`src/shared/rcrb_pkg.sv`:
```
/*
  Package of the regulator configuration register bank: register offsets,
  field positions, reset values, step-rate timing and the carrier structs.
  Assumes a 200 MHz system clock and a 32-bit AHB-Lite register bus.
*/
package rcrb_pkg;

  // Byte offsets of the registers, one aligned word each
  localparam logic [7:0] RCRB_OFF_BKP_A = 8'h00;
  localparam logic [7:0] RCRB_OFF_BKP_B = 8'h04;
  localparam logic [7:0] RCRB_OFF_BKP_C = 8'h08;
  localparam logic [7:0] RCRB_OFF_BKP_D = 8'h0c;
  localparam logic [7:0] RCRB_OFF_A_NORM = 8'h10;
  localparam logic [7:0] RCRB_OFF_A_STBY = 8'h14;
  localparam logic [7:0] RCRB_OFF_A_SLEEP = 8'h18;
  localparam logic [7:0] RCRB_OFF_A_MODE = 8'h1c;
  localparam logic [7:0] RCRB_OFF_A_CONF = 8'h20;
  localparam logic [7:0] RCRB_OFF_B_NORM = 8'h24;
  localparam logic [7:0] RCRB_OFF_B_STBY = 8'h28;
  localparam logic [7:0] RCRB_OFF_B_SLEEP = 8'h2c;
  localparam logic [7:0] RCRB_OFF_B_MODE = 8'h30;
  localparam logic [7:0] RCRB_OFF_A_STEP = 8'h34;

  // Field positions
  localparam int RCRB_VCODE_MSB = 4;
  localparam int RCRB_SWMODE_MSB = 3;
  localparam int RCRB_TURNOFF_BIT = 5;
  localparam int RCRB_RATE_BIT = 6;
  localparam int RCRB_PHASE_LSB = 4;
  localparam int RCRB_FREQ_LSB = 2;
  localparam int RCRB_ILIM_BIT = 0;

  // Backup bytes clear to this on the coin-cell power-on reset
  localparam logic [7:0] RCRB_BKP_RESET = 8'h00;

  // Voltage-step periods, in ns, and their cycle counts at 200 MHz
  localparam int RCRB_CLK_PERIOD_NS = 5;
  localparam int RCRB_STEP_FAST_NS = 2000;
  localparam int RCRB_STEP_SLOW_NS = 4000;
  localparam int RCRB_STEP_FAST_CYC = RCRB_STEP_FAST_NS / RCRB_CLK_PERIOD_NS;
  localparam int RCRB_STEP_SLOW_CYC = RCRB_STEP_SLOW_NS / RCRB_CLK_PERIOD_NS;

  // Settings of one buck channel as driven to the regulator control
  typedef struct packed {
    logic [4:0] norm_code;
    logic [4:0] stby_code;
    logic [4:0] sleep_code;
    logic turnoff_dest;
    logic [3:0] switch_mode;
  } rcrb_chan_t;

  // Configuration fields of channel A
  typedef struct packed {
    logic step_rate;
    logic [1:0] clock_phase;
    logic [1:0] switch_freq;
    logic current_limit;
  } rcrb_conf_t;

  // OTP defaults for the regulator registers, loaded at power-up
  typedef struct packed {
    rcrb_chan_t chan_a;
    rcrb_chan_t chan_b;
    rcrb_conf_t conf_a;
  } rcrb_otp_t;

endpackage

```
`src/rtl/rcrb_top.sv`:
```
/*
  Regulator configuration register bank: four backup memory bytes and the
  settings of buck channels A and B, reached over an AHB-Lite slave.
  Assumes one 200 MHz clock, a synchronous main reset, a separate
  coin-cell power-on reset for the backup bytes and an OTP default word.
*/
// Added by the designer: the AHB-Lite interface to the registers and the address map.
// Behaviour
// - Backup bytes keep their value across main supply loss while coin cell exists.
// - Backup bytes clear only on coin-cell power-on reset, never main reset.
// - Channel A keeps a 5-bit normal voltage code in bits 4:0.
// - Channel A keeps a 5-bit standby voltage code in bits 4:0.
// - Channel A keeps a 5-bit sleep voltage code in bits 4:0.
// - Channel A mode bit 5 picks off or sleep after turn-off.
// - Channel A mode bits 3:0 hold the switching mode code.
// - Channel A conf bit 6 picks step every 2.0 us or 4.0 us.
// - Channel A conf bits 5:4 hold the switching clock phase.
// - Channel A conf bits 3:2 hold the switching frequency.
// - Channel A conf bit 0 picks 2.75 A or 2.0 A limit.
// - Regulator registers are readable and writable at any time; the code drops bus reads and writes while I_CLK_EN is low.
// - Regulator registers take their reset values from OTP.
// - Channel B keeps its own normal, standby and sleep 5-bit codes.
// - Channel B mode has turn-off bit 5 and switching mode 3:0.
`timescale 1ns/100ps
module rcrb_top #(
  parameter int STEP_FAST_CYC = rcrb_pkg::RCRB_STEP_FAST_CYC,
  parameter int STEP_SLOW_CYC = rcrb_pkg::RCRB_STEP_SLOW_CYC
) (
  input wire logic I_CLK_SYS,
  input wire logic I_RESET,
  input wire logic I_CLK_EN,
  input wire logic I_BACKUP_CELL_POR_N,
  input wire rcrb_pkg::rcrb_otp_t I_OTP_DEFAULTS,
  input wire logic I_HSEL,
  input wire logic [31:0] I_HADDR,
  input wire logic [1:0] I_HTRANS,
  input wire logic I_HWRITE,
  input wire logic [2:0] I_HSIZE,
  input wire logic [31:0] I_HWDATA,
  input wire logic I_HREADY,
  output logic [31:0] O_HRDATA,
  output logic O_HREADYOUT,
  output logic O_HRESP,
  output logic [7:0] O_BACKUP_BYTE_A,
  output logic [7:0] O_BACKUP_BYTE_B,
  output logic [7:0] O_BACKUP_BYTE_C,
  output logic [7:0] O_BACKUP_BYTE_D,
  output rcrb_pkg::rcrb_chan_t O_BUCK_CHANNEL_A,
  output rcrb_pkg::rcrb_chan_t O_BUCK_CHANNEL_B,
  output rcrb_pkg::rcrb_conf_t O_CHAN_A_CONF,
  output logic O_CHAN_A_STEP_TICK
);

  localparam int NBKP = 4;
  localparam int CW = 12;

  // Whole state of the block
  typedef struct packed {
    logic [NBKP-1:0][7:0] bkp;
    rcrb_pkg::rcrb_chan_t chan_a;
    rcrb_pkg::rcrb_chan_t chan_b;
    rcrb_pkg::rcrb_conf_t conf_a;
    logic [CW-1:0] step_cnt;
    logic step_tick;
    logic wr_pend;
    logic [7:0] wr_addr;
    logic [31:0] rdata;
  } rcrb_state_t;

  rcrb_state_t state_r;
  rcrb_state_t state_nxt;
  logic [7:0] rd_byte;
  logic [7:0] wb;
  logic addr_phase;
  logic [CW-1:0] step_limit;

  // Address phase accepted when selected, active and bus ready
  assign addr_phase = I_HSEL & I_HTRANS[1] & I_HREADY;
  assign wb = I_HWDATA[7:0];

  assign step_limit = state_r.conf_a.step_rate ? CW'(STEP_SLOW_CYC - 1) : CW'(STEP_FAST_CYC - 1);

  // Read mux of the register addressed in the address phase
  always_comb begin
    rd_byte = 8'h00;
    unique case (I_HADDR[7:0])
      rcrb_pkg::RCRB_OFF_BKP_A: rd_byte = state_r.bkp[0];
      rcrb_pkg::RCRB_OFF_BKP_B: rd_byte = state_r.bkp[1];
      rcrb_pkg::RCRB_OFF_BKP_C: rd_byte = state_r.bkp[2];
      rcrb_pkg::RCRB_OFF_BKP_D: rd_byte = state_r.bkp[3];
      rcrb_pkg::RCRB_OFF_A_NORM: rd_byte = {3'h0, state_r.chan_a.norm_code};
      rcrb_pkg::RCRB_OFF_A_STBY: rd_byte = {3'h0, state_r.chan_a.stby_code};
      rcrb_pkg::RCRB_OFF_A_SLEEP: rd_byte = {3'h0, state_r.chan_a.sleep_code};
      rcrb_pkg::RCRB_OFF_A_MODE: begin
        rd_byte = {2'h0, state_r.chan_a.turnoff_dest, 1'b0, state_r.chan_a.switch_mode};
      end
      rcrb_pkg::RCRB_OFF_A_CONF: begin
        rd_byte = {1'b0, state_r.conf_a.step_rate, state_r.conf_a.clock_phase,
                   state_r.conf_a.switch_freq, 1'b0, state_r.conf_a.current_limit};
      end
      rcrb_pkg::RCRB_OFF_B_NORM: rd_byte = {3'h0, state_r.chan_b.norm_code};
      rcrb_pkg::RCRB_OFF_B_STBY: rd_byte = {3'h0, state_r.chan_b.stby_code};
      rcrb_pkg::RCRB_OFF_B_SLEEP: rd_byte = {3'h0, state_r.chan_b.sleep_code};
      rcrb_pkg::RCRB_OFF_B_MODE: begin
        rd_byte = {2'h0, state_r.chan_b.turnoff_dest, 1'b0, state_r.chan_b.switch_mode};
      end
      rcrb_pkg::RCRB_OFF_A_STEP: rd_byte = {7'h00, state_r.step_tick};
      default: rd_byte = 8'h00;
    endcase
  end

  // Next state: bus writes, read capture and step timer
  always_comb begin
    state_nxt = state_r;
    state_nxt.wr_pend = addr_phase & I_HWRITE;
    if (addr_phase) begin
      state_nxt.wr_addr = I_HADDR[7:0];
      state_nxt.rdata = I_HWRITE ? 32'h0000_0000 : {24'h000000, rd_byte};
    end
    if (state_r.wr_pend) begin
      unique case (state_r.wr_addr)
        rcrb_pkg::RCRB_OFF_BKP_A: state_nxt.bkp[0] = wb;
        rcrb_pkg::RCRB_OFF_BKP_B: state_nxt.bkp[1] = wb;
        rcrb_pkg::RCRB_OFF_BKP_C: state_nxt.bkp[2] = wb;
        rcrb_pkg::RCRB_OFF_BKP_D: state_nxt.bkp[3] = wb;
        rcrb_pkg::RCRB_OFF_A_NORM: state_nxt.chan_a.norm_code = wb[rcrb_pkg::RCRB_VCODE_MSB:0];
        rcrb_pkg::RCRB_OFF_A_STBY: state_nxt.chan_a.stby_code = wb[rcrb_pkg::RCRB_VCODE_MSB:0];
        rcrb_pkg::RCRB_OFF_A_SLEEP: state_nxt.chan_a.sleep_code = wb[rcrb_pkg::RCRB_VCODE_MSB:0];
        rcrb_pkg::RCRB_OFF_A_MODE: begin
          state_nxt.chan_a.turnoff_dest = wb[rcrb_pkg::RCRB_TURNOFF_BIT];
          state_nxt.chan_a.switch_mode = wb[rcrb_pkg::RCRB_SWMODE_MSB:0];
        end
        rcrb_pkg::RCRB_OFF_A_CONF: begin
          state_nxt.conf_a.step_rate = wb[rcrb_pkg::RCRB_RATE_BIT];
          state_nxt.conf_a.clock_phase = wb[rcrb_pkg::RCRB_PHASE_LSB +: 2];
          state_nxt.conf_a.switch_freq = wb[rcrb_pkg::RCRB_FREQ_LSB +: 2];
          state_nxt.conf_a.current_limit = wb[rcrb_pkg::RCRB_ILIM_BIT];
        end
        rcrb_pkg::RCRB_OFF_B_NORM: state_nxt.chan_b.norm_code = wb[rcrb_pkg::RCRB_VCODE_MSB:0];
        rcrb_pkg::RCRB_OFF_B_STBY: state_nxt.chan_b.stby_code = wb[rcrb_pkg::RCRB_VCODE_MSB:0];
        rcrb_pkg::RCRB_OFF_B_SLEEP: state_nxt.chan_b.sleep_code = wb[rcrb_pkg::RCRB_VCODE_MSB:0];
        rcrb_pkg::RCRB_OFF_B_MODE: begin
          state_nxt.chan_b.turnoff_dest = wb[rcrb_pkg::RCRB_TURNOFF_BIT];
          state_nxt.chan_b.switch_mode = wb[rcrb_pkg::RCRB_SWMODE_MSB:0];
        end
        default: ;
      endcase
    end
    if (state_r.step_cnt >= step_limit) begin
      state_nxt.step_cnt = '0;
      state_nxt.step_tick = 1'b1;
    end else begin
      state_nxt.step_cnt = state_r.step_cnt + CW'(1);
      state_nxt.step_tick = 1'b0;
    end
  end

  // State register; main reset loads OTP, coin-cell reset clears backup bytes
  always_ff @(posedge I_CLK_SYS) begin
    if (I_RESET) begin
      state_r.chan_a <= I_OTP_DEFAULTS.chan_a;
      state_r.chan_b <= I_OTP_DEFAULTS.chan_b;
      state_r.conf_a <= I_OTP_DEFAULTS.conf_a;
      state_r.step_cnt <= '0;
      state_r.step_tick <= 1'b0;
      state_r.wr_pend <= 1'b0;
      state_r.wr_addr <= 8'h00;
      state_r.rdata <= 32'h0000_0000;
      state_r.bkp <= state_r.bkp;
      if (!I_BACKUP_CELL_POR_N) begin
        state_r.bkp <= {NBKP{rcrb_pkg::RCRB_BKP_RESET}};
      end
    end else if (!I_BACKUP_CELL_POR_N) begin
      state_r.bkp <= {NBKP{rcrb_pkg::RCRB_BKP_RESET}};
    end else if (I_CLK_EN) begin
      state_r <= state_nxt;
    end
  end

  // Outputs straight from the state register; O_HREADYOUT and O_HRESP tied to constants
  // codes passed unchanged
  assign O_HRDATA = state_r.rdata;
  assign O_HREADYOUT = 1'b1;
  assign O_HRESP = 1'b0;
  assign O_BACKUP_BYTE_A = state_r.bkp[0];
  assign O_BACKUP_BYTE_B = state_r.bkp[1];
  assign O_BACKUP_BYTE_C = state_r.bkp[2];
  assign O_BACKUP_BYTE_D = state_r.bkp[3];
  assign O_BUCK_CHANNEL_A = state_r.chan_a;
  assign O_BUCK_CHANNEL_B = state_r.chan_b;
  assign O_CHAN_A_CONF = state_r.conf_a;
  assign O_CHAN_A_STEP_TICK = state_r.step_tick;
endmodule

```
`config.mk`:
```
export PLATFORM = sky130hd
export DESIGN_NAME = rcrb_top
export DESIGN_NICKNAME = d
export VERILOG_FILES = /design/src/shared/rcrb_pkg.sv /design/src/rtl/rcrb_top.sv
export SDC_FILE = /design/constraint.sdc
export NUM_CORES = 1
export LEC_CHECK = 0
export BUFFER_PORTS_ARGS = -buffer_cell sky130_fd_sc_hd__buf_2
export CAP_MARGIN = 25
export CORE_UTILIZATION = 51
export CTS_BUF_LIST = sky130_fd_sc_hd__clkbuf_8
export DETAILED_ROUTE_END_ITERATION = 10
export PLACE_DENSITY_LB_ADDON = 0.08
export SLEW_MARGIN = 0
export SYNTH_ARGS = -nofsm -noshare
export SYNTH_HDL_FRONTEND = slang
export SYNTH_SLANG_ARGS = --single-unit
```
`constraint.sdc`:
```
create_clock -name I_CLK_SYS -period 5.55 [get_ports I_CLK_SYS]
set_input_delay 1.11 -clock I_CLK_SYS [delete_from_list [all_inputs] [get_ports I_CLK_SYS]]
set_output_delay 1.11 -clock I_CLK_SYS [all_outputs]
set_load 0.05 [all_outputs]
```
==> results of run 1 <==
cells by family (layout without fill, tap and decap cells):
group                      after synthesis  in the layout
AOI/OAI and AO/OA                       77             77
xor gates and xnor gates                 7              7
adders and majority gates                4              4
buffers and inverters                  149            186
DFF                                    108            108
muxes                                   23             23
other                                    2             26
and+or+nand+nor                        243            243
per-layer routing:
layer  wire (um)  vias to the layer above
li1            -                     2104
met1        6659                     2137
met2        7367                      204
met3        1150                       15
met4         221                        0
met5           0                        -
power groups by stage:
stage / Sequential [mW] / Clock (mW) / Combinational, mW
after global routing: 0.953 / 0.495 / 0.413
after CTS: 0.949 / 0.465 / 0.390
final: 0.949 / 0.460 / 0.390
after floorplan: 0.952 / 0 / 0.361
after detailed placement: 0.967 / 0 / 0.389
after global placement: 0.966 / 0 / 0.387
cell type report:
cell class,count,area share
timing repair buffer,159,0.1274
clock buffer,11,0.02409
clock inverter,5,0.005575
tap,143,0.02847
sequential,108,0.4683
multi-input combinational,380,0.3395
inverter,11,0.006571
flip-flops by register name, indices dropped and copies added, names as in the netlist:
name and cells:
O_BACKUP_BYTE_A 8, O_HRDATA 8, O_BUCK_CHANNEL_B 20, state_r 21, O_BUCK_CHANNEL_A 20, O_BACKUP_BYTE_C 8, O_BACKUP_BYTE_D 8, O_CHAN_A_CONF 6
O_BACKUP_BYTE_B 8, O_CHAN_A_STEP_TICK 1
worst max-delay path: cells and delay by family:
family / cells / cell delay, ns
AO/OA/AOI/OAI: 3 / 0.72
buffers and inverters: 1 / 0.50
AND/OR/NAND/NOR: 1 / 0.70
worst min path at each step:
stage | start | end | slack, ns | cells after the start
4_1_cts | state_r[32]$_SDFFE_PP0P_ | state_r[32]$_SDFFE_PP0P_ | 0.47 | 2
3_3_place_gp | O_HRDATA[6]$_SDFFE_PP0P_ | O_HRDATA[6]$_SDFFE_PP0P_ | 0.44 | 2
3_5_place_dp | state_r[32]$_SDFFE_PP0P_ | state_r[32]$_SDFFE_PP0P_ | 0.45 | 2
2_1_floorplan | O_HRDATA[6]$_SDFFE_PP0P_ | O_HRDATA[6]$_SDFFE_PP0P_ | 0.43 | 2
6_report | O_HRDATA[6]$_SDFFE_PP0P_ | O_HRDATA[6]$_SDFFE_PP0P_ | 0.46 | 2
5_1_grt | O_HRDATA[6]$_SDFFE_PP0P_ | O_HRDATA[6]$_SDFFE_PP0P_ | 0.48 | 2
cell usage in the layout (no fill, tap or decap), drive strengths merged, types with 11 or more instances in the layout:
cell type,instances
buf,159
nand2,143
edfxtp,78
dfxtp,30
nand3,26
conb,26
nor2,25
o21ai,21
a21oi,16
mux2,13
inv,12
clkbuf,11
cell usage after synthesis, drive strengths merged, types with 2 or more instances:
cell type and count:
buf 121, a31oi 4, nor4 2, mux2i 9
nand2 143, nor4b 3, clkbuf 17, a32o 3
xnor2 2, edfxtp 78, inv 11, a211oi 3
o31ai 3, nor2b 4, dfxtp 30, xor2 5
nand2b 2, conb 2, nor3b 3, nand4 9
a221oi 3, ha 4, o21ai 21, o2bb2ai 3
or3 3, a22oi 6, mux2 13, and3 6
nand3b 4, nor3 9, nand3 26, a21oi 16
nor2 25, a21o 2
per-stage QoR:
step           area, um2  setup slack (ns)  power, mW
2_1_floorplan       6072             2.988      1.314
3_3_place_gp        6092             2.470      1.353
3_5_place_dp        6092             2.427      1.356
4_1_cts             6279             2.829      1.804
5_1_grt             6284             2.666      1.861
6_report            6284             2.805      1.799
==> key figures, run 1 <==
Layout
  – Final #Nets: 795
  – Reg area: about 0.0029 mm2
  – Multi-input logic area: 0.002133 mm2
  – Inserted Diodes: 0
  – Layout area overhead: 5.041%
  – Share of cells above drive strength 1: 0.2923
  – Filler Cell Count: 1065
  – Finished Layout Cells: 817
  – End-of-flow core utilization: 0.5503

Synthesis
  – Synth area leader: edfxtp_1
  – Yosys cell types: 63
  – Post-Syn Instances: 613
  – Largest family of logic cells by synthesized area: simple AND/OR/NAND/NOR gates
  – Compound-Gate Fraction of Synth Area: 0.08680
  – Sequential share of the synthesized area: 0.4919
  – Mux share of post-synthesis cell area: 0.04330
  – Main flop type after synthesis: edfxtp_1
  – Post-synthesis adder-cell area fraction: 0.008366
  – Post-synth ARST share: 0
  – Mean Syn Cell Area: 9.759 um2
  – Cell Area, Synth: between 0.005 and 0.006 mm2
  – Post-synthesis simple-gate area fraction: 0.1916
  – Post-synthesis register bit count: about 110
  – Post-synth EDFFs: 78
  – Synth area leaders: edfxtp_1 (39%), buf_4 (14%), dfxtp_1 (10%)
  – Area fraction of the dominant cell type after synthesis: 0.3915
  – Synth Area in XOR/XNOR: 0.01025
  – Yosys warnings: 0

GRT
  – Met3 usage: 0.03057
  – Global-route wire length before repair: ~23000 um
  – Met1 Use GR: 0.3725
  – Most used routing layer: met2
  – Tot GR Track Use: 0.2610
  – Met2 Track Usage GR: 0.4144
  – Antenna violations before repair: 0
  – Largest net degree at the start of global routing: 70
  – Overflow after GRT: 0
  – Vias in the first global route: 4071

Place
  – Buffers on Ports: 156
  – Placed cell count: 800
  – GPL Wtd Cong: between 0.8 and 0.9
  – DP Wirelength: 11540 um

Route
  – Mean routed wirelength per cell: 18.85 um
  – Drt drc: 0
  – Vias per inst: 5.459
  – Drt total wl: 15400 um
  – DR pass1 iterations: 5
  – DRT antenna net count: 0
  – 1st-iter DRT viols: 507
  – Vias: roughly 4500

STA
  – Rel. slew slack: 0.3023
  – Final Cycle Share: 0.4946
  – Count of pins over their slew limit: 0
  – RSZ-0062 raised after global routing: false
  – Fmax: 0.3643 GHz
  – Layout Skew: around 0.01 ns
  – Fin Hold WS: 0.4605 ns
  – Setup Total Neg Slack: 0 ns
  – Setup-failing EPs final: 0
  – Slew @ Worst Pin: 1.040 ns
  – Min Tclk post-route: 2.745 ns
  – Final hold violations: 0

Die
  – Cell row count: 39
  – Initial Util: 0.5239
  – Num ports: 235
  – Die Area: about 0.012 mm2
  – Die height: around 110 um
  – Core area: 0.01142 mm2
  – Die W: 110.3 um

Critical path
  – Slowest stage delay, CP: 0.70 ns
  – Worst Reg-to-Reg Cells: 4
  – Crit-path slowest cell: nor4b_2
  – Req. time, crit path: 5.85 ns
  – Reg2reg start: state_r[40]$_SDFFE_PP0P_
  – R2r endpoint: O_BACKUP_BYTE_D[0]$_DFFE_PP_
  – Worst Setup SP: I_HADDR[3]
  – Flop2flop setup slack: ~3 ns
  – Crit path top cell by count: a21oi_1
  – Arrival time worst endpoint: ~3.1 ns
  – Critical path class: in2reg
  – CP Cell Sequence: buf_2, nor4b_2, a21oi_1, a2111o_1, a21oi_1
  – Crit start category: input pin
  – CP endpoint kind: flip-flop
  – Worst setup endpoint: O_HRDATA[6]$_SDFFE_PP0P_
  – CP max FO: 29

Pwr
  – P_leak: roughly 2.8 nW
  – Sequential Power Share: 0.527
  – Internal power: 1.190 mW
  – Switching share of power: 0.3387
  – Power density over the cells: around 290 mW/mm2
  – Combinational cell fraction of total power: 0.217
  – Switching pwr: 609.2 uW
  – Max rail drop VDD: approximately 0.15 mV
  – Clock Power Share: 0.256

Min path
  – Class of the worst hold path: reg2reg

Clocking
  – CTS tree: built
  – CTS clk-pin slew, worst paths: 0.10 ns
  – Clock latency on the worst-skew pair: 0.37 ns
  – CTS max path bufs: 2
  – H-tree levels: 3
  – Hold buffers post-CTS: 0
  – Root buffer cell: clkbuf_8
  – CTS resizes: 0
  – CTS Buf Count: 9
  – Postcts setup bufs: 0
  – Total clock sinks: 108

Run
  – Max-Cap Viols: 0

Outcome
  – Outcome: completed
Power figures use the tool's default switching activity.
==> run 2: changes to the inputs <==
==> constraint.sdc (replaced) <==
create_clock -name I_CLK_SYS -period 2.85 [get_ports I_CLK_SYS]
set_input_delay 0.57 -clock I_CLK_SYS [delete_from_list [all_inputs] [get_ports I_CLK_SYS]]
set_output_delay 0.57 -clock I_CLK_SYS [all_outputs]
set_load 0.05 [all_outputs]
==> key figures, run 2 (synthesized netlist as in run 1, its figures left out) <==
Outcome
  – Outcome: completed

Place
  – Buffers on Ports: 156 (unchanged)
  – Placed cell count: 820 (+2.5%)
  – GPL Wtd Cong: 0.9515 (+8.5%)
  – DP Wirelength: 12080 um (+4.7%)

Route
  – Drt total wl: 15780 um (+2.5%)
  – 1st-iter DRT viols: 332 (-35%)
  – Drt drc: 0 (unchanged)
  – DR pass1 iterations: 5 (unchanged)
  – Mean routed wirelength per cell: 18.86 um (about the same)
  – Vias: 4574 (+2.6%)
  – DRT antenna net count: 0 (unchanged)
  – Vias per inst: 5.465 (+0.11%)

Pwr
  – P_leak: 2.840 nW (+3.2%)
  – Internal power: 2.295 mW (+93%)
  – Switching share of power: 0.3412 (+0.002574)
  – Power density over the cells: 543.2 mW/mm2 (+90%)
  – Max rail drop VDD: 0.2563 mV (+70%)
  – Clock Power Share: 0.247 (-0.009)
  – Switching pwr: 1.189 mW (+95%)
  – Sequential Power Share: 0.530 (+0.003)
  – Combinational cell fraction of total power: 0.223 (+0.006)

Critical path
  – Crit-path slowest cell: a311oi_2
  – CP endpoint kind: flip-flop
  – Worst Setup SP: O_CHAN_A_CONF[5]$_DFFE_PP_
  – Req. time, crit path: 3.15 ns (-2.70 ns)
  – Critical path class: reg2reg
  – CP max FO: 8 (-72%)
  – Worst Reg-to-Reg Cells: 7 (+3)
  – R2r endpoint: state_r[47]$_SDFFE_PP0P_
  – Arrival time worst endpoint: 2.58 ns (-0.47 ns)
  – Flop2flop setup slack: 0.57 ns (-2.49 ns)
  – Crit start category: flip-flop
  – Slowest stage delay, CP: 0.57 ns (-0.13 ns)
  – CP Cell Sequence: inv_1, ha_1, nand4_1, a21oi_1, a311oi_2, o21ai_1, nor2_1
  – Reg2reg start: O_CHAN_A_CONF[5]$_DFFE_PP_

Clocking
  – Clock latency on the worst-skew pair: 0.38 ns (about the same)
  – H-tree levels: 3 (unchanged)
  – CTS Buf Count: 9 (unchanged)
  – CTS resizes: 0 (unchanged)
  – Hold buffers post-CTS: 0 (unchanged)
  – Total clock sinks: 108 (unchanged)
  – Root buffer cell: clkbuf_8
  – CTS max path bufs: 2 (unchanged)
  – CTS tree: built
  – Postcts setup bufs: 0 (unchanged)
  – CTS clk-pin slew, worst paths: 0.10 ns (about the same)

Layout
  – Most frequent cells in the layout: buf_2 (156), nand2_1 (142), edfxtp_1 (78)
  – Commonest non-fill, non-tap cell in the layout: buf_2
  – Finished Layout Cells: 837 (+2.4%)
  – Share of cells above drive strength 1: 0.3088 (+0.01652)
  – Number of flip-flops in the largest register: 21 (unchanged)
  – Layout area overhead: 7.237%
  – Largest Register: state_r
  – Final #Nets: 814 (+2.4%)

Min path
  – Min-Delay Path Depth: 3 (+1)
  – Hold_sp: I_HWRITE
  – Class of the worst hold path: in2reg
  – Hold-critical path endpoint: state_r[40]$_SDFFE_PP0P_

STA
  – Final Cycle Share: 0.7988
  – Fmax: around 0.44 GHz
  – Slew @ Worst Pin: 0.6063 ns (-0.4332 ns)
  – RSZ-0062 raised after global routing: false
  – Setup-failing EPs final: 0 (unchanged)
  – Layout Skew: 0.01182 ns (+0.001818 ns)
  – Rel. slew slack: 0.5949 (+0.2926)
  – Count of pins over their slew limit: 0 (unchanged)
  – Final hold violations: 0 (unchanged)
  – Setup Total Neg Slack: 0 ns (unchanged)
  – Min Tclk post-route: 2.276 ns

GRT
  – Tot GR Track Use: 0.2678 (+0.006772)
  – Antenna violations before repair: 1 (+1)
  – Largest net degree at the start of global routing: 55 (-21%)
  – Overflow after GRT: 0 (unchanged)
  – Vias in the first global route: 4198 (+3.1%)
  – Global-route wire length before repair: 23270 um (+2.1%)

Die
  – Die height: 110.3 um (unchanged)
  – Die Area: 0.01217 mm2 (unchanged)
  – Die W: 110.3 um (unchanged)
  – Num ports: 235 (unchanged)
  – Initial Util: 0.5239 (unchanged)
  – Cell row count: 39 (unchanged)
  – Core area: 0.01142 mm2 (unchanged)

Run
  – Max-Cap Viols: 0 (unchanged)
[run 2: changes by cell type in the layout (fill, tap and decap cells not counted)]
cell	change
buf_4	+20
o21ai_0	+3
o21ai_1	-3
inv_1	+2
buf_2	-1
clkbuf_8	-1
clkinv_4	-1
clkinvlp_4	+1
diode_2	+1
inv_6	-1
[run 2: area by class of cell]
cell class              count  area, um2
inverters                  11      41.29
diodes                      1      2.502
well taps                 143      178.9
repair buffers            178      945.9
flip-flops and latches    108       2943
fillers                  1093       5004
multi-input cells         380       2133
clock buffers              10      137.6
clock inverters             6      32.53
[run 2: how the worst max path moves through the flow]
| stage | end | slack (ns) | depth (start not counted) |
|---|---|---|---|
| 5_1_grt | state_r[47]$_SDFFE_PP0P_ | 0.45 | 7 |
| 4_1_cts | state_r[47]$_SDFFE_PP0P_ | 0.60 | 7 |
| 3_3_place_gp | O_HRDATA[0]$_SDFFE_PP0P_ | 0.64 | 6 |
| 3_5_place_dp | O_HRDATA[3]$_SDFFE_PP0P_ | 0.60 | 6 |
| 2_1_floorplan | O_BACKUP_BYTE_A[0]$_DFFE_PP_ | 0.83 | 4 |
| 6_report | state_r[47]$_SDFFE_PP0P_ | 0.57 | 7 |
[run 2: metal layers]
metal / global-route usage / vias to the layer above / share of wire
met2: 0.4241 / 242 / 0.47
met3: 0.04703 / 29 / 0.081
met5: 0 / - / 0
li1: - / 2143 / -
met1: 0.3688 / 2160 / 0.43
met4: 0.09492 / 0 / 0.022
[run 2: critical path, delay by kind of cell, from the launching register on]
family / cells / cell delay, ns
buffers and inverters: 1 / 0.10
AND/OR/NAND/NOR: 2 / 0.30
flip-flops: 1 / 0.49
adder cells (fa/ha/maj): 1 / 0.30
AO/OA/AOI/OAI: 3 / 1.01
[run 2: stage by stage]
| step | hold slack, ns | setup slack (ns) | utilization | cell area (um2) | power, mW |
|---|---|---|---|---|---|
| after detailed placement | 0.4537 | 0.5990 | 0.5467 | 6242 | 2.658 |
| final | 0.4503 | 0.5735 | 0.5618 | 6415 | 3.484 |
| after floorplan | 0.4322 | 0.8276 | - | 6072 | 2.558 |
| after CTS | 0.4410 | 0.5998 | 0.5616 | 6412 | 3.488 |
| after global routing | 0.4617 | 0.4546 | 0.5618 | 6415 | 3.602 |
| after global placement | 0.4431 | 0.6385 | 0.5467 | 6242 | 2.650 |
[run 2: power by group through the flow]
stage | Combinational, mW | Sequential (mW) | Clock, mW
after floorplan | 0.704 | 1.85 | 0
after global placement | 0.770 | 1.88 | 0
after detailed placement | 0.775 | 1.88 | 0
after CTS | 0.777 | 1.85 | 0.864
after global routing | 0.818 | 1.86 | 0.927
final | 0.776 | 1.85 | 0.862
==> run 3: changes to the inputs <==
==> constraint.sdc (replaced) <==
create_clock -name I_CLK_SYS -period 2.3 [get_ports I_CLK_SYS]
set_input_delay 0.46 -clock I_CLK_SYS [delete_from_list [all_inputs] [get_ports I_CLK_SYS]]
set_output_delay 0.46 -clock I_CLK_SYS [all_outputs]
set_load 0.05 [all_outputs]
==> key figures, run 3 (synthesized netlist as in run 1, its figures left out) <==
Pwr
  – Clock Power Share: 0.299 (+0.052)
  – Switching pwr: 1.474 mW (+24%)
  – Max rail drop VDD: 0.4215 mV (+64%)
  – Power density over the cells: 707.8 mW/mm2 (+30%)
  – Switching share of power: 0.3160 (-0.02522)
  – Sequential Power Share: 0.491 (-0.039)
  – Power, Total: 4.663 mW (+34%)
  – P_leak: 2.946 nW (+3.7%)
  – Internal power: 3.190 mW (+39%)
  – Combinational cell fraction of total power: 0.210 (-0.013)

STA
  – Slew @ Worst Pin: 0.5776 ns (-0.02873 ns)
  – Rel. slew slack: 0.6124 (+0.01744)
  – Setup-failing EPs final: 0 (unchanged)
  – Min Tclk post-route: 2.037 ns (-0.2397 ns)
  – RSZ-0062 raised after global routing: false
  – Count of pins over their slew limit: 0 (unchanged)
  – Final hold violations: 0 (unchanged)
  – Fin Hold WS: 0.3479 ns (-0.1025 ns)
  – Fmax: 0.4910 GHz (+12%)
  – Layout Skew: 0.01009 ns (-0.001733 ns)
  – Final Worst Setup Slack: 0.2632 ns (-0.3103 ns)
  – Setup Total Neg Slack: 0 ns (unchanged)
  – Final Cycle Share: 0.8855 (+0.08677)

Die
  – Num ports: 235 (unchanged)
  – Die Area: 0.01217 mm2 (unchanged)
  – Cell row count: 39 (unchanged)
  – Die height: 110.3 um (unchanged)
  – Initial Util: 0.5239 (unchanged)
  – Core area: 0.01142 mm2 (unchanged)
  – Die W: 110.3 um (unchanged)

Layout
  – Fin area: 0.006589 mm2 (+2.7%)
  – Layout area overhead: 10.14%
  – Most frequent cells in the layout: buf_2 (156), nand2_1 (142), edfxtp_1 (78)
  – Largest Register: state_r
  – Multi-input logic area: 0.002133 mm2 (unchanged)
  – Share of cells above drive strength 1: 0.3239 (+0.01510)
  – End-of-flow core utilization: 0.5770 (+0.01523)
  – Filler Cell Count: 1066 (-2.5%)
  – Inserted Diodes: 0 (-1)
  – Number of flip-flops in the largest register: 21 (unchanged)
  – Commonest non-fill, non-tap cell in the layout: buf_2
  – Finished Layout Cells: 850 (+1.6%)
  – Final #Nets: 828 (+1.7%)
  – Reg area: 0.002943 mm2 (unchanged)

Place
  – Placed cell count: 834 (+1.7%)
  – DP Wirelength: 12300 um (+1.8%)
  – Placed inst area: 0.006347 mm2 (+1.7%)
  – Post-place setup slack: 0.1609 ns (-0.4381 ns)
  – GPL Wtd Cong: 0.8985 (-5.6%)
  – Buffers on Ports: 156 (unchanged)

Clocking
  – Clock latency on the worst-skew pair: 0.37 ns (about the same)
  – CTS Buf Count: 9 (unchanged)
  – Root buffer cell: clkbuf_8
  – Hold buffers post-CTS: 0 (unchanged)
  – CTS resizes: 0 (unchanged)
  – Postcts setup bufs: 0 (unchanged)
  – CTS max path bufs: 2 (unchanged)
  – H-tree levels: 3 (unchanged)
  – Total clock sinks: 108 (unchanged)
  – CTS clk-pin slew, worst paths: 0.10 ns (about the same)
  – CTS tree: built

Critical path
  – Buffers plus inverters on the worst setup path: 1 (unchanged)
  – Req. time, crit path: 2.54 ns (-0.61 ns)
  – Arrival time worst endpoint: 2.28 ns (-0.30 ns)
  – Worst Reg-to-Reg Cells: 7 (unchanged)
  – R2r endpoint: state_r[53]$_SDFFE_PP0P_
  – Flop2flop setup slack: 0.26 ns (-0.31 ns)
  – CP endpoint kind: flip-flop
  – Crit start category: flip-flop
  – Slowest stage delay, CP: 0.51 ns (-0.06 ns)
  – CP Cell Sequence: inv_1, ha_1, nand4_1, a21oi_1, a311oi_2, o21ai_1, nor2_1
  – Reg2reg start: O_CHAN_A_CONF[5]$_DFFE_PP_
  – Critical path class: reg2reg
  – Crit-path slowest cell: o21ai_1
  – CP max FO: 8 (unchanged)
  – Family with the most delay on the worst path: compound AO/OA/AOI/OAI gates

GRT
  – Tot GR Track Use: 0.2706 (+0.002822)
  – Largest net degree at the start of global routing: 46 (-16%)
  – Antenna violations before repair: 0 (-1)
  – Global-route wire length before repair: 23690 um (+1.8%)
  – Overflow after GRT: 0 (unchanged)
  – Vias in the first global route: 4233 (+0.83%)

Route
  – 1st-iter DRT viols: 326 (-1.8%)
  – Drt drc: 0 (unchanged)
  – Mean routed wirelength per cell: 18.62 um (-1.2%)
  – Drt total wl: 15830 um (+0.29%)
  – Vias per inst: 5.385 (-1.5%)
  – Vias: 4577 (+0.066%)
  – DR pass1 iterations: 6 (+1)
  – DRT antenna net count: 0 (unchanged)

Run
  – Max-Cap Viols: 0 (unchanged)

Min path
  – Hold_sp: I_OTP_DEFAULTS[34]
  – Class of the worst hold path: in2reg
  – Hold-critical path endpoint: O_BUCK_CHANNEL_A[8]$_DFFE_PP_
  – Min-Delay Path Depth: 3 (unchanged)

Outcome
  – Outcome: completed
run 3: how the worst max path moves through the flow:
stage / start / slack (ns) / endpoint / cells past startpoint
2_1_floorplan: state_r[32]$_SDFFE_PP0P_ / 0.32 / O_BACKUP_BYTE_A[0]$_DFFE_PP_ / 4
3_3_place_gp: I_HADDR[5] / 0.20 / O_HRDATA[3]$_SDFFE_PP0P_ / 6
3_5_place_dp: I_HADDR[5] / 0.16 / O_HRDATA[3]$_SDFFE_PP0P_ / 6
4_1_cts: O_CHAN_A_CONF[5]$_DFFE_PP_ / 0.27 / state_r[53]$_SDFFE_PP0P_ / 7
5_1_grt: O_CHAN_A_CONF[5]$_DFFE_PP_ / 0.16 / state_r[53]$_SDFFE_PP0P_ / 7
6_report: O_CHAN_A_CONF[5]$_DFFE_PP_ / 0.26 / state_r[53]$_SDFFE_PP0P_ / 7
run 3: routing by layer:
layer	vias up	GRT usage	share of wire
li1	2174	-	-
met4	0	0.07143	0.015
met1	2154	0.3781	0.44
met5	-	0	0
met3	25	0.05879	0.080
met2	224	0.4259	0.47
run 3: cell type report:
type,count,area share
flip-flops and latches,108,0.4466
multi-input cells,380,0.3238
repair buffers,192,0.1595
well taps,143,0.02716
clock buffers,10,0.02089
clock inverters,6,0.01576
inverters,11,0.006267
run 3: worst min-delay path, stage by stage:
cell and delay (ns):
buf_2 0.08, nand2_1 0.04, nand2_1 0.05
run 3: power by group through the flow:
stage | clock network, mW | registers, mW | logic (mW)
after floorplan | 0 | 2.30 | 0.872
after global placement | 0 | 2.33 | 0.971
after detailed placement | 0 | 2.33 | 0.978
after CTS | 1.40 | 2.29 | 0.979
after global routing | 1.50 | 2.30 | 1.04
final | 1.40 | 2.29 | 0.979
